<file path="src/escnt_pkg.sv">
// Constants shared by the statistics counter block
// Assumes a 32-bit double-word register port decoded by byte offset
package escnt_pkg;
    // Register byte offsets
    localparam logic [7:0]  OFS_BCST_TX_OCTET = 8'hD8;
    localparam logic [7:0]  OFS_XCOL_ABORT    = 8'hFC;
    localparam logic [7:0]  OFS_CARRIER_LOSS  = 8'hF0;
    localparam logic [7:0]  OFS_FCS_FAILURE   = 8'hCC;
    // Values after reset
    localparam logic [31:0] RST_OCTET         = 32'h0000_0000;
    localparam logic [15:0] RST_FRAME         = 16'h0000;
    // Thresholds that raise the statistics flag
    localparam logic [31:0] THR_OCTET         = 32'hC000_0000;
    localparam logic [15:0] THR_FRAME         = 16'hC000;
    // Octets in a VLAN tag
    localparam logic [31:0] VLAN_TAG_OCTETS   = 32'h0000_0004;
    // Mask bit positions
    localparam int          MSK_BCST_TX_OCTET = 0;
    localparam int          MSK_CARRIER_LOSS  = 1;
    localparam int          MSK_XCOL_ABORT    = 2;
    localparam int          MSK_FCS_FAILURE   = 3;
endpackage

</file>
<file path="src/escnt_stats.sv">
// Four MAC statistics counters with register access and threshold flag
// Assumes MAC event inputs on CLK_SYS; carrier sense arrives from a pin
`timescale 1ns/100ps

// What this block does
// Add each good broadcast frame's data and pad octets to the octet counter
// Octet counter wraps to zero after its 32-bit maximum
// Octet counts add the four VLAN tag octets only when the tag is inserted
// Octet counter reaching 0xC0000000 raises the statistics flag
// Counter runs only with global enable high and its mask bit low
// Count carrier sense dropping during a collision-free transmission
// Ignore carrier sense until preamble and delimiter are sent
// Carrier loss counter wraps at 0xFFFF, flags at 0xC000
// Count frames abandoned for excess collisions, wrap and flag likewise
// Count whole-octet received frames failing FCS, not too long or runt
// FCS failure counter wraps at 0xFFFF, flags at 0xC000
// Flag once, on the increment that reaches the threshold
module escnt_stats (
    // Clock and reset
    input  wire logic        CLK_SYS,
    input  wire logic        RESET,
    // Register port
    input  wire logic [7:0]  REG_ADDR,
    input  wire logic        REG_WR,
    input  wire logic        REG_RD,
    input  wire logic [31:0] REG_WDATA,
    output logic      [31:0] REG_RDATA,
    // Counter enables
    input  wire logic        COUNTER_GLOBAL_ENABLE,
    input  wire logic [3:0]  COUNTER_MASK,
    // Transmit events
    input  wire logic        TX_BCST_OK,
    input  wire logic [15:0] TX_BCST_OCTETS,
    input  wire logic        TX_VLAN_INSERTED,
    input  wire logic        TX_ACTIVE,
    input  wire logic        TX_SFD_DONE,
    input  wire logic        TX_COLLISION,
    input  wire logic        TX_XCOL_ABORT,
    input  wire logic        CRS,
    // Receive events
    input  wire logic        RX_DONE,
    input  wire logic        RX_FCS_BAD,
    input  wire logic        RX_ODD_BITS,
    input  wire logic        RX_TOO_LONG,
    input  wire logic        RX_RUNT,
    // Statistics flag pulse toward the interrupt status
    output logic             STATS_THRESHOLD_FLAG
);

    ////////////////////////////////////////////////////////////////////////
    // State
    logic [31:0] octet_ff,   nxt_octet;
    logic [15:0] carrier_ff, nxt_carrier;
    logic [15:0] xcol_ff,    nxt_xcol;
    logic [15:0] fcs_ff,     nxt_fcs;
    logic [31:0] rdata_ff,   nxt_rdata;
    logic        flag_ff,    nxt_flag;
    logic        crs_m_ff;
    logic        crs_s_ff;
    logic        crs_d_ff;
    logic [3:0]  act;
    logic [31:0] octet_add;
    logic        inc_oct;
    logic        inc_car;
    logic        inc_xcol;
    logic        inc_fcs;
    logic        wr_oct;
    logic        wr_car;
    logic        wr_xcol;
    logic        wr_fcs;

    ////////////////////////////////////////////////////////////////////////
    // Carrier sense synchroniser and delayed copy for edge detection
    always_ff @(posedge CLK_SYS or posedge RESET) begin
        if (RESET) begin
            crs_m_ff <= 1'b0;
            crs_s_ff <= 1'b0;
            crs_d_ff <= 1'b0;
        end else begin
            crs_m_ff <= CRS;
            crs_s_ff <= crs_m_ff;
            crs_d_ff <= crs_s_ff;
        end
    end

    ////////////////////////////////////////////////////////////////////////
    // Counter activity and qualified events
    always_comb begin
        act       = {4{COUNTER_GLOBAL_ENABLE}} & ~COUNTER_MASK;
        octet_add = {16'h0000, TX_BCST_OCTETS};
        if (TX_VLAN_INSERTED) begin
            octet_add = octet_add + escnt_pkg::VLAN_TAG_OCTETS;
        end
        // A write to a counter in the same cycle drops its event and flag
        wr_oct   = REG_WR && REG_ADDR == escnt_pkg::OFS_BCST_TX_OCTET;
        wr_car   = REG_WR && REG_ADDR == escnt_pkg::OFS_CARRIER_LOSS;
        wr_xcol  = REG_WR && REG_ADDR == escnt_pkg::OFS_XCOL_ABORT;
        wr_fcs   = REG_WR && REG_ADDR == escnt_pkg::OFS_FCS_FAILURE;
        inc_oct  = TX_BCST_OK & act[escnt_pkg::MSK_BCST_TX_OCTET] & ~wr_oct;
        inc_car  = act[escnt_pkg::MSK_CARRIER_LOSS] & TX_ACTIVE
                   & TX_SFD_DONE & ~TX_COLLISION
                   & crs_d_ff & ~crs_s_ff & ~wr_car;
        inc_xcol = TX_XCOL_ABORT & act[escnt_pkg::MSK_XCOL_ABORT]
                   & ~wr_xcol;
        inc_fcs  = RX_DONE & RX_FCS_BAD & ~RX_ODD_BITS & ~RX_TOO_LONG
                   & ~RX_RUNT & act[escnt_pkg::MSK_FCS_FAILURE]
                   & ~wr_fcs;
    end

    ////////////////////////////////////////////////////////////////////////
    // Next counter values, flag and read data; a write wins over a count
    always_comb begin
        nxt_octet   = octet_ff;
        nxt_carrier = carrier_ff;
        nxt_xcol    = xcol_ff;
        nxt_fcs     = fcs_ff;
        nxt_flag    = 1'b0;
        nxt_rdata   = rdata_ff;
        // Octet counter, modular add wraps past the maximum
        if (inc_oct) begin
            nxt_octet = octet_ff + octet_add;
            if (octet_ff < escnt_pkg::THR_OCTET
                && nxt_octet >= escnt_pkg::THR_OCTET
                && nxt_octet > octet_ff) begin
                nxt_flag = 1'b1;
            end
        end
        // Frame counters, flag only on the step onto the threshold
        if (inc_car) begin
            nxt_carrier = carrier_ff + 16'h0001;
            if (nxt_carrier == escnt_pkg::THR_FRAME) begin
                nxt_flag = 1'b1;
            end
        end
        if (inc_xcol) begin
            nxt_xcol = xcol_ff + 16'h0001;
            if (nxt_xcol == escnt_pkg::THR_FRAME) begin
                nxt_flag = 1'b1;
            end
        end
        if (inc_fcs) begin
            nxt_fcs = fcs_ff + 16'h0001;
            if (nxt_fcs == escnt_pkg::THR_FRAME) begin
                nxt_flag = 1'b1;
            end
        end
        // Software writes
        if (REG_WR) begin
            case (REG_ADDR)
                escnt_pkg::OFS_BCST_TX_OCTET: nxt_octet   = REG_WDATA;
                escnt_pkg::OFS_CARRIER_LOSS:  nxt_carrier = REG_WDATA[15:0];
                escnt_pkg::OFS_XCOL_ABORT:    nxt_xcol    = REG_WDATA[15:0];
                escnt_pkg::OFS_FCS_FAILURE:   nxt_fcs     = REG_WDATA[15:0];
                default: ;
            endcase
        end
        // Software reads, unmapped offsets read zero
        if (REG_RD) begin
            case (REG_ADDR)
                escnt_pkg::OFS_BCST_TX_OCTET: nxt_rdata = octet_ff;
                escnt_pkg::OFS_CARRIER_LOSS:
                    nxt_rdata = {16'h0000, carrier_ff};
                escnt_pkg::OFS_XCOL_ABORT:    nxt_rdata = {16'h0000, xcol_ff};
                escnt_pkg::OFS_FCS_FAILURE:   nxt_rdata = {16'h0000, fcs_ff};
                default:                      nxt_rdata = 32'h0000_0000;
            endcase
        end
    end

    ////////////////////////////////////////////////////////////////////////
    // Register stage
    always_ff @(posedge CLK_SYS or posedge RESET) begin
        if (RESET) begin
            octet_ff   <= escnt_pkg::RST_OCTET;
            carrier_ff <= escnt_pkg::RST_FRAME;
            xcol_ff    <= escnt_pkg::RST_FRAME;
            fcs_ff     <= escnt_pkg::RST_FRAME;
            rdata_ff   <= 32'h0000_0000;
            flag_ff    <= 1'b0;
        end else begin
            octet_ff   <= nxt_octet;
            carrier_ff <= nxt_carrier;
            xcol_ff    <= nxt_xcol;
            fcs_ff     <= nxt_fcs;
            rdata_ff   <= nxt_rdata;
            flag_ff    <= nxt_flag;
        end
    end

    // Outputs straight from flip-flops
    assign REG_RDATA            = rdata_ff;
    assign STATS_THRESHOLD_FLAG = flag_ff;

    ////////////////////////////////////////////////////////////////////////
    // Checks
    oct_add_a: assert property (@(posedge CLK_SYS) disable iff (RESET)
        (TX_BCST_OK && act[0] && !REG_WR && !TX_VLAN_INSERTED)
        |=> octet_ff == $past(octet_ff) + {16'h0000, $past(TX_BCST_OCTETS)})
        else $error("octet counter did not add frame octets");
    oct_wrap_a: assert property (@(posedge CLK_SYS) disable iff (RESET)
        (octet_ff == 32'hFFFF_FFFF && inc_oct && !REG_WR
         && TX_BCST_OCTETS == 16'h0001 && !TX_VLAN_INSERTED)
        |=> octet_ff == 32'h0000_0000)
        else $error("octet counter did not wrap");
    vlan_add_a: assert property (@(posedge CLK_SYS) disable iff (RESET)
        (inc_oct && TX_VLAN_INSERTED && !REG_WR)
        |=> octet_ff == $past(octet_ff) + $past(octet_add)
            && $past(octet_add) == {16'h0000, $past(TX_BCST_OCTETS)}
               + escnt_pkg::VLAN_TAG_OCTETS)
        else $error("VLAN octets not counted");
    oct_thr_a: assert property (@(posedge CLK_SYS) disable iff (RESET)
        (inc_oct && !REG_WR && octet_ff == 32'hBFFF_FFFF
         && TX_BCST_OCTETS == 16'h0001 && !TX_VLAN_INSERTED)
        |=> STATS_THRESHOLD_FLAG)
        else $error("octet threshold flag missing");
    gate_off_a: assert property (@(posedge CLK_SYS) disable iff (RESET)
        (!COUNTER_GLOBAL_ENABLE && !REG_WR) |=> $stable(carrier_ff)
            && $stable(xcol_ff) && $stable(fcs_ff) && $stable(octet_ff))
        else $error("counter moved while disabled");
    car_edge_a: assert property (@(posedge CLK_SYS) disable iff (RESET)
        (!REG_WR && (!TX_SFD_DONE || TX_COLLISION)) |=> $stable(carrier_ff))
        else $error("carrier loss counted before delimiter or in collision");
    car_wrap_a: assert property (@(posedge CLK_SYS) disable iff (RESET)
        (inc_car && !REG_WR && carrier_ff == 16'hFFFF)
        |=> carrier_ff == 16'h0000 && !STATS_THRESHOLD_FLAG)
        else $error("carrier loss counter wrap wrong");
    xcol_cnt_a: assert property (@(posedge CLK_SYS) disable iff (RESET)
        (inc_xcol && !REG_WR)
        |=> xcol_ff == $past(xcol_ff) + 16'h0001)
        else $error("excess collision abort not counted");
    fcs_excl_a: assert property (@(posedge CLK_SYS) disable iff (RESET)
        (!REG_WR && (RX_TOO_LONG || RX_RUNT || RX_ODD_BITS))
        |=> $stable(fcs_ff))
        else $error("excluded frame counted as FCS failure");
    fcs_thr_a: assert property (@(posedge CLK_SYS) disable iff (RESET)
        (inc_fcs && !REG_WR && fcs_ff == 16'hBFFF)
        |=> fcs_ff == 16'hC000 ##0 STATS_THRESHOLD_FLAG)
        else $error("FCS threshold not flagged");
    flag_once_a: assert property (@(posedge CLK_SYS) disable iff (RESET)
        (!inc_oct && !REG_WR && carrier_ff > 16'hC000 && xcol_ff > 16'hC000
         && fcs_ff > 16'hC000 && carrier_ff != 16'hFFFF && xcol_ff != 16'hFFFF
         && fcs_ff != 16'hFFFF) |=> !STATS_THRESHOLD_FLAG)
        else $error("flag repeated above threshold");
    xcol_once_a: assert property (@(posedge CLK_SYS) disable iff (RESET)
        (inc_xcol && !inc_oct && !inc_car && !inc_fcs
         && xcol_ff >= escnt_pkg::THR_FRAME && xcol_ff != 16'hFFFF)
        |=> !STATS_THRESHOLD_FLAG)
        else $error("abort counter flagged again above threshold");
    xcol_wr_a: assert property (@(posedge CLK_SYS) disable iff (RESET)
        (REG_WR && REG_ADDR == escnt_pkg::OFS_XCOL_ABORT)
        |=> xcol_ff == $past(REG_WDATA[15:0]))
        else $error("abort counter write did not win");
endmodule

</file>
<file path="config.mk">
export PLATFORM = sky130hd
export DESIGN_NAME = escnt_stats
export DESIGN_NICKNAME = d
export VERILOG_FILES = /design/src/escnt_pkg.sv /design/src/escnt_stats.sv
export SDC_FILE = /design/constraint.sdc
export NUM_CORES = 1
export LEC_CHECK = 0
export BUFFER_PORTS_ARGS = -buffer_cell sky130_fd_sc_hd__clkbuf_2
export CAP_MARGIN = 20
export CORE_MARGIN = 3
export CORE_UTILIZATION = 59
export CTS_CLUSTER_SIZE = 12
export DETAILED_ROUTE_END_ITERATION = 8
export HOLD_SLACK_MARGIN = 0.05
export PLACE_DENSITY = 0.82
export SETUP_SLACK_MARGIN = 0.15
export SYNTH_ARGS = -nofsm -noshare
export SYNTH_HDL_FRONTEND = slang
export SYNTH_SLANG_ARGS = --single-unit
</file>
<file path="constraint.sdc">
create_clock -name CLK_SYS -period 6 [get_ports CLK_SYS]
set_clock_uncertainty 0.05 [all_clocks]
set_input_delay 1.2 -clock CLK_SYS [delete_from_list [all_inputs] [get_ports CLK_SYS]]
set_output_delay 1.2 -clock CLK_SYS [all_outputs]
set_load 0.02 [all_outputs]
</file>
# Yosys cells after proc, flatten, opt, wreduce, memory -nomap -nowiden

Cells that the tools add are included.

Input bits: 77
Logic and storage cells: 79
Output and inout port bits: 33
Flip-flop bits (word level): 116

Add/sub/neg operators: 5
Bitwise operators: 27
Reductions and logical operators: 6
Magnitude comparators: 3
Equal/unequal tests: 7
Mux-type cells: 22

Operator list:

| kind                                                      | count |
|---|---|
| two-way mux 16 bit                                        | 9 |
| case mux 32 bit (4 select lines)                          | 1 |
| two-way mux 32 bit                                        | 3 |
| adder 16 x 1 -> 16 bit, second input constant             | 3 |
| equality test 16 bit, second input constant               | 3 |
| adder 32 bit                                              | 1 |
| equality test 8 bit, second input constant                | 4 |
| greater-or-equal comparator 32 bit, second input constant | 1 |
| > comparator 32 bit                                       | 1 |
| less-than comparator 32 bit, second input constant        | 1 |
| adder 16 x 3 -> 17 bit, second input constant             | 1 |
| two-way mux 17 bit                                        | 1 |
| bitwise AND 1 bit                                         | 16 |
| inverter 1 bit                                            | 9 |
| two-way mux 1 bit                                         | 8 |
| logical AND 1 bit                                         | 6 |
| bitwise AND 4 bit                                         | 1 |
| inverter 4 bit                                            | 1 |

# Longest topological paths before layout

Word-level depth: 14
Depth in mapped cells: 21
Mapped depth without buffers: 20

# Worst setup path after synthesis

No wires, ideal clock.

Kind: input to register
From: in TX_BCST_OCTETS[2]
To: reg flag_ff, in the netlist STATS_THRESHOLD_FLAG
Arrival: 5.096 ns
Setup slack: 0.715 ns
Buffers on the path: 0
Setup time: 0.139 ns
Data required time: 5.811 ns
Cell stages on the path: 17
Cells stage by stage: ha_1 mux2_2 ha_1 a21oi_1 o21a_1 o311ai_2 a221o_1 a21oi_1 or3_4 nor3b_1 ha_1 o31ai_2 nor2_1 a221o_1 a211oi_1 a21oi_1 or4_1

Cells in the longest elaborated chain, start to end: 14
Elaborated cells between the ends (all ways): 15
Classes of those cells: add/sub: 2; order compare: 2; mux: 9; reduce/logical: 2

RTL lines:

| what                               | line               | source |
|---|---|---|
| from (decl)                        | escnt_stats.sv:33  | `input wire logic [15:0] TX_BCST_OCTETS,` |
| adder 16 x 3 -> 17 bit             | escnt_stats.sv:92  | `octet_add = octet_add + escnt_pkg::VLAN_TAG_OCTETS;` |
| two-way mux 17 bit (*)             | escnt_stats.sv:91  | `if (TX_VLAN_INSERTED) begin` |
| adder 32 bit (*)                   | escnt_stats.sv:121 | `nxt_octet = octet_ff + octet_add;` |
| greater-or-equal comparator 32 bit | escnt_stats.sv:123 | `&& nxt_octet >= escnt_pkg::THR_OCTET` |
| logical AND 1 bit                  | escnt_stats.sv:123 |  |
| logical AND 1 bit (*)              | escnt_stats.sv:124 | `&& nxt_octet > octet_ff) begin` |
| two-way mux 1 bit (*)              | escnt_stats.sv:122 | `if (octet_ff < escnt_pkg::THR_OCTET` |
| two-way mux 1 bit (*)              | escnt_stats.sv:120 | `if (inc_oct) begin` |
| two-way mux 1 bit                  | escnt_stats.sv:131 | `if (nxt_carrier == escnt_pkg::THR_FRAME) begin` |
| two-way mux 1 bit (*)              | escnt_stats.sv:129 | `if (inc_car) begin` |
| two-way mux 1 bit                  | escnt_stats.sv:137 | `if (nxt_xcol == escnt_pkg::THR_FRAME) begin` |
| two-way mux 1 bit (*)              | escnt_stats.sv:135 | `if (inc_xcol) begin` |
| two-way mux 1 bit                  | escnt_stats.sv:143 | `if (nxt_fcs == escnt_pkg::THR_FRAME) begin` |
| two-way mux 1 bit (*)              | escnt_stats.sv:141 | `if (inc_fcs) begin` |
| via nxt_flag                       | escnt_stats.sv:57  | `logic flag_ff, nxt_flag;` |
| to (signal assigned)               | escnt_stats.sv:186 | `flag_ff <= nxt_flag;` |
| to (decl)                          | escnt_stats.sv:57  |  |

The timed path passes the listed nets; every way through them passes the cells marked *.
A chain may end at the register's enable or synchronous reset.

# Final worst setup path

From: in TX_VLAN_INSERTED
To: reg flag_ff, in the netlist STATS_THRESHOLD_FLAG

Cells in the longest elaborated chain, start to end: 13
Elaborated cells between the ends (all ways): 14
Classes of those cells: add/sub: 1; order compare: 2; mux: 9; reduce/logical: 2

RTL lines:

| what                               | line               | source |
|---|---|---|
| from (decl)                        | escnt_stats.sv:34  | `input wire logic TX_VLAN_INSERTED,` |
| two-way mux 17 bit (*)             | escnt_stats.sv:91  |  |
| adder 32 bit (*)                   | escnt_stats.sv:121 |  |
| greater-or-equal comparator 32 bit | escnt_stats.sv:123 |  |
| logical AND 1 bit                  | escnt_stats.sv:123 |  |
| logical AND 1 bit (*)              | escnt_stats.sv:124 |  |
| two-way mux 1 bit (*)              | escnt_stats.sv:122 |  |
| two-way mux 1 bit (*)              | escnt_stats.sv:120 |  |
| two-way mux 1 bit                  | escnt_stats.sv:131 |  |
| two-way mux 1 bit (*)              | escnt_stats.sv:129 |  |
| two-way mux 1 bit                  | escnt_stats.sv:137 |  |
| two-way mux 1 bit (*)              | escnt_stats.sv:135 |  |
| two-way mux 1 bit                  | escnt_stats.sv:143 |  |
| two-way mux 1 bit (*)              | escnt_stats.sv:141 |  |
| via nxt_flag                       | escnt_stats.sv:57  |  |

Marked as above.

==> summary.txt <==
Route
  – Drt via density: 6.26
  – Drt total wl: 22.8 mm
  – Pre-antenna DRT Iters: 5
  – Routed len/inst: 18.4 µm
  – Final ANT Viol Nets: 0
  – DRT iter0 DRCs: 732
  – Via count: 7765
  – DRC viols: 0

Timing
  – Period utilization: 0.896
  – Rel. slew slack: 0.319
  – Setup TNS: 0 ns
  – Worst slew pin tran: 1.02 ns
  – Slew Viols, Final: 0
  – RSZ-0062 raised after global routing: false
  – Fmax: 0.186 GHz
  – Min cycle time layout: 5.37 ns
  – Fin. Hold Viols: 0
  – Final Setup Violations: 0

Logic synthesis
  – Cell variety after synth: 77
  – Yosys reg bits: 116
  – Synth area leader: dfrtp_1
  – Register area share after synthesis: 0.365
  – Ys Warns: 0
  – Syn Area/Cell: 8.21 µm²
  – Synthesized instance count: 969
  – Ys flop type: dfrtp_1
  – Largest cells by area after synthesis: dfrtp_1 (37%), nor2_1 (5.4%), a21oi_1 (5.3%), nand2_1 (5.2%), xnor2_1 (5.1%)
  – Syn_nets: 1076
  – Async SR Flop Fraction: 1.00
  – Post-synth EDFFs: 0
  – Area fraction of the dominant cell type after synthesis: 0.365
  – Synthesized cell area: 7950 µm²

Layout
  – Ant diodes: 0
  – Area grow syn2layout: 15.1%
  – Multi-input gate area: 4670 µm²
  – Share of layout cells above drive strength 1: 0.164
  – Number of fill cells: 1040
  – Finished Layout Cells: 1240
  – FF/Latch Area: 2900 µm²
  – Most frequent cells in the layout: dfrtp_1 (116), nor2_1 (114), nand2_1 (110)
  – Fin nets: 1162
  – Post-route cell area: 9150 µm²
  – Commonest non-fill, non-tap cell in the layout: dfrtp_1

Flow run
  – Max-cap violations: 0

Clock tree
  – CTS Hold Buffers Added: 0
  – Htree depth: 4
  – Post-CTS Resized: 0
  – Post-CTS Setup Inserts: 0
  – Clk slew on worst S/H paths: 0.05 ns
  – Worst-Skew Late Latency: 0.42 ns
  – CTS Buf Count: 17
  – CTS tree: yes
  – Clock Path Buffers: 2
  – Clock sinks: 116
  – Root Buffer: clkbuf_16

Critical path
  – CP Capture Type: flop
  – CP Data Arrival Time: 5.61 ns
  – Worst-path cell chain: clkbuf_2, and3_1, nand4_1, nor2_1, nand3_1, xnor2_1, ha_1, and2_1, and4_1, a221o_1, a21oi_1, or3_4, nor3b_1, ha_1, xor2_1, o31ai_2, nor2_1, a221o_1, a211oi_1, a21oi_1, or4_1
  – Worst Path Max Fanout: 6
  – CP max-delay cell: or3_4
  – WS Path Type: in2reg
  – Worst endpoint required time: 6.24 ns
  – Largest stage delay on the critical path: 0.43 ns
  – CP Launch Type: input port

Floorplan
  – Ports: 110
  – Die H: 122 µm
  – Rows: 41
  – Die width: 122 µm
  – Core ar.: 12900 µm²
  – Initial Utilization: 0.618
  – Die area: 14900 µm²

Power
  – Total net switching power: 0.00106 W
  – Internal: 0.00187 W
  – Combinational group share of total power: 0.304
  – Switching part of the total: 0.362
  – Clock share of power: 0.325
  – Max IR drop VDD: 262 µV
  – PD cells: 321 nW/µm²
  – Pleak: 3.89 nW
  – Sequential power share: 0.372

Global routing
  – Global-route wire length before repair: 36.1 mm
  – GRT Overall Usage: 0.309
  – Pin count of the biggest net entering global routing: 69
  – Total grt overflow: 0
  – Initial antenna violation count: 0
  – Vias in the first global route: 7066

Worst hold path
  – HP Class: reg2reg

Placed design
  – Final Wtd Congestion: 1.02
  – Post-placement cell count: 1207
  – Hpwl dp: 16.7 mm
  – I/O Buffers: 109
  – Area post-placement: 8590 µm²

Status
  – Outcome: completed
layer usage:
metal,part of all wire,GRT usage,vias up
li1,-,-,3613
met1,0.44,0.442,3709
met2,0.44,0.458,387
met3,0.093,0.0729,56
met4,0.028,0.114,0
met5,0,0,-
worst max-delay path, delay by kind of cell:
kind / cells / cell delay [ns]
adders and majority gates: 2 / 0.69
and+or+nand+nor: 10 / 2.23
AOI/OAI and AO/OA: 6 / 1.00
buffers and inverters: 1 / 0.13
xor gates and xnor gates: 2 / 0.36
Yosys cell counts, drive strengths merged (2+ instances only):
cell	instances
and3	10
nand2	111
inv	49
a21boi	2
a22o	17
clkbuf	41
nor3b	8
or4	3
xor2	45
a21o	5
mux2i	7
dfrtp	116
xnor2	46
nand3b	6
a21oi	86
a31oi	15
nand2b	3
buf	12
a211oi	6
or3	3
and4	3
and3b	2
o22ai	17
nor4	6
or2	4
a221oi	16
o31ai	2
o21ai	49
ha	29
a221o	2
mux2	3
nand3	53
a2111oi	2
or4b	2
o21a	5
and2	4
nand4b	2
o211ai	4
nor3	16
nor2	114
nand4	23
flip-flops by register name, indices dropped and copies added, names as in the netlist:
name                  cells
REG_RDATA                32
octet_ff                 32
carrier_ff               16
fcs_ff                   16
xcol_ff                  16
STATS_THRESHOLD_FLAG      1
crs_d_ff                  1
crs_m_ff                  1
crs_s_ff                  1
worst paths after layout:
kind                                       start                             end  slack (ns)  cells after the start
max reg2reg                octet_ff[0]$_DFF_PP0_  STATS_THRESHOLD_FLAG$_DFF_PP0_        1.38                     18
min in group asynchronous                  RESET          octet_ff[20]$_DFF_PP0_        0.90                      2
max in group asynchronous                  RESET           xcol_ff[14]$_DFF_PP0_        3.85                      3
min reg2reg                   crs_m_ff$_DFF_PP0_              crs_s_ff$_DFF_PP0_        0.31                      0
min                           crs_m_ff$_DFF_PP0_              crs_s_ff$_DFF_PP0_        0.31                      0
max                             TX_VLAN_INSERTED  STATS_THRESHOLD_FLAG$_DFF_PP0_        0.63                     21
power by group through the flow:
stage | Combinational (W) | Clock [W] | Sequential, W
final | 0.000891 | 0.000954 | 0.00109
after global routing | 0.000986 | 0.000991 | 0.00110
after CTS | 0.000879 | 0.000954 | 0.00108
after detailed placement | 0.000871 | 0 | 0.00110
after global placement | 0.000853 | 0 | 0.00109
after floorplan | 0.000702 | 0 | 0.00101
kinds of logic after synthesis:
family,after synthesis,share of synthesized area
multiplexers,10,0.0131
adder cells (fa/ha/maj),30,0.0482
flip-flops,116,0.365
buffers and inverters,102,0.0504
AO/OA/AOI/OAI,241,0.192
XOR/XNOR,91,0.100
AND/OR/NAND/NOR,379,0.231
metrics by stage:
step	total power, W	hold slack (ns)	setup slack [ns]	util
2_1_floorplan	0.00171	0.281	0.715	-
3_3_place_gp	0.00194	0.284	0.359	0.667
3_5_place_dp	0.00197	0.302	0.243	0.667
4_1_cts	0.00292	0.314	0.674	0.710
5_1_grt	0.00308	0.320	0.312	0.711
6_report	0.00294	0.314	0.627	0.711
area by class of cell:
type / instances / share of cell area
clock buffers: 23 / 0.0511
clock inverters: 9 / 0.00875
inverters: 49 / 0.0204
multi-input cells: 751 / 0.510
flip-flops and latches: 116 / 0.317
well taps: 172 / 0.0235
repair buffers: 120 / 0.0691
Note: power is estimated with default switching activity, not from simulation.
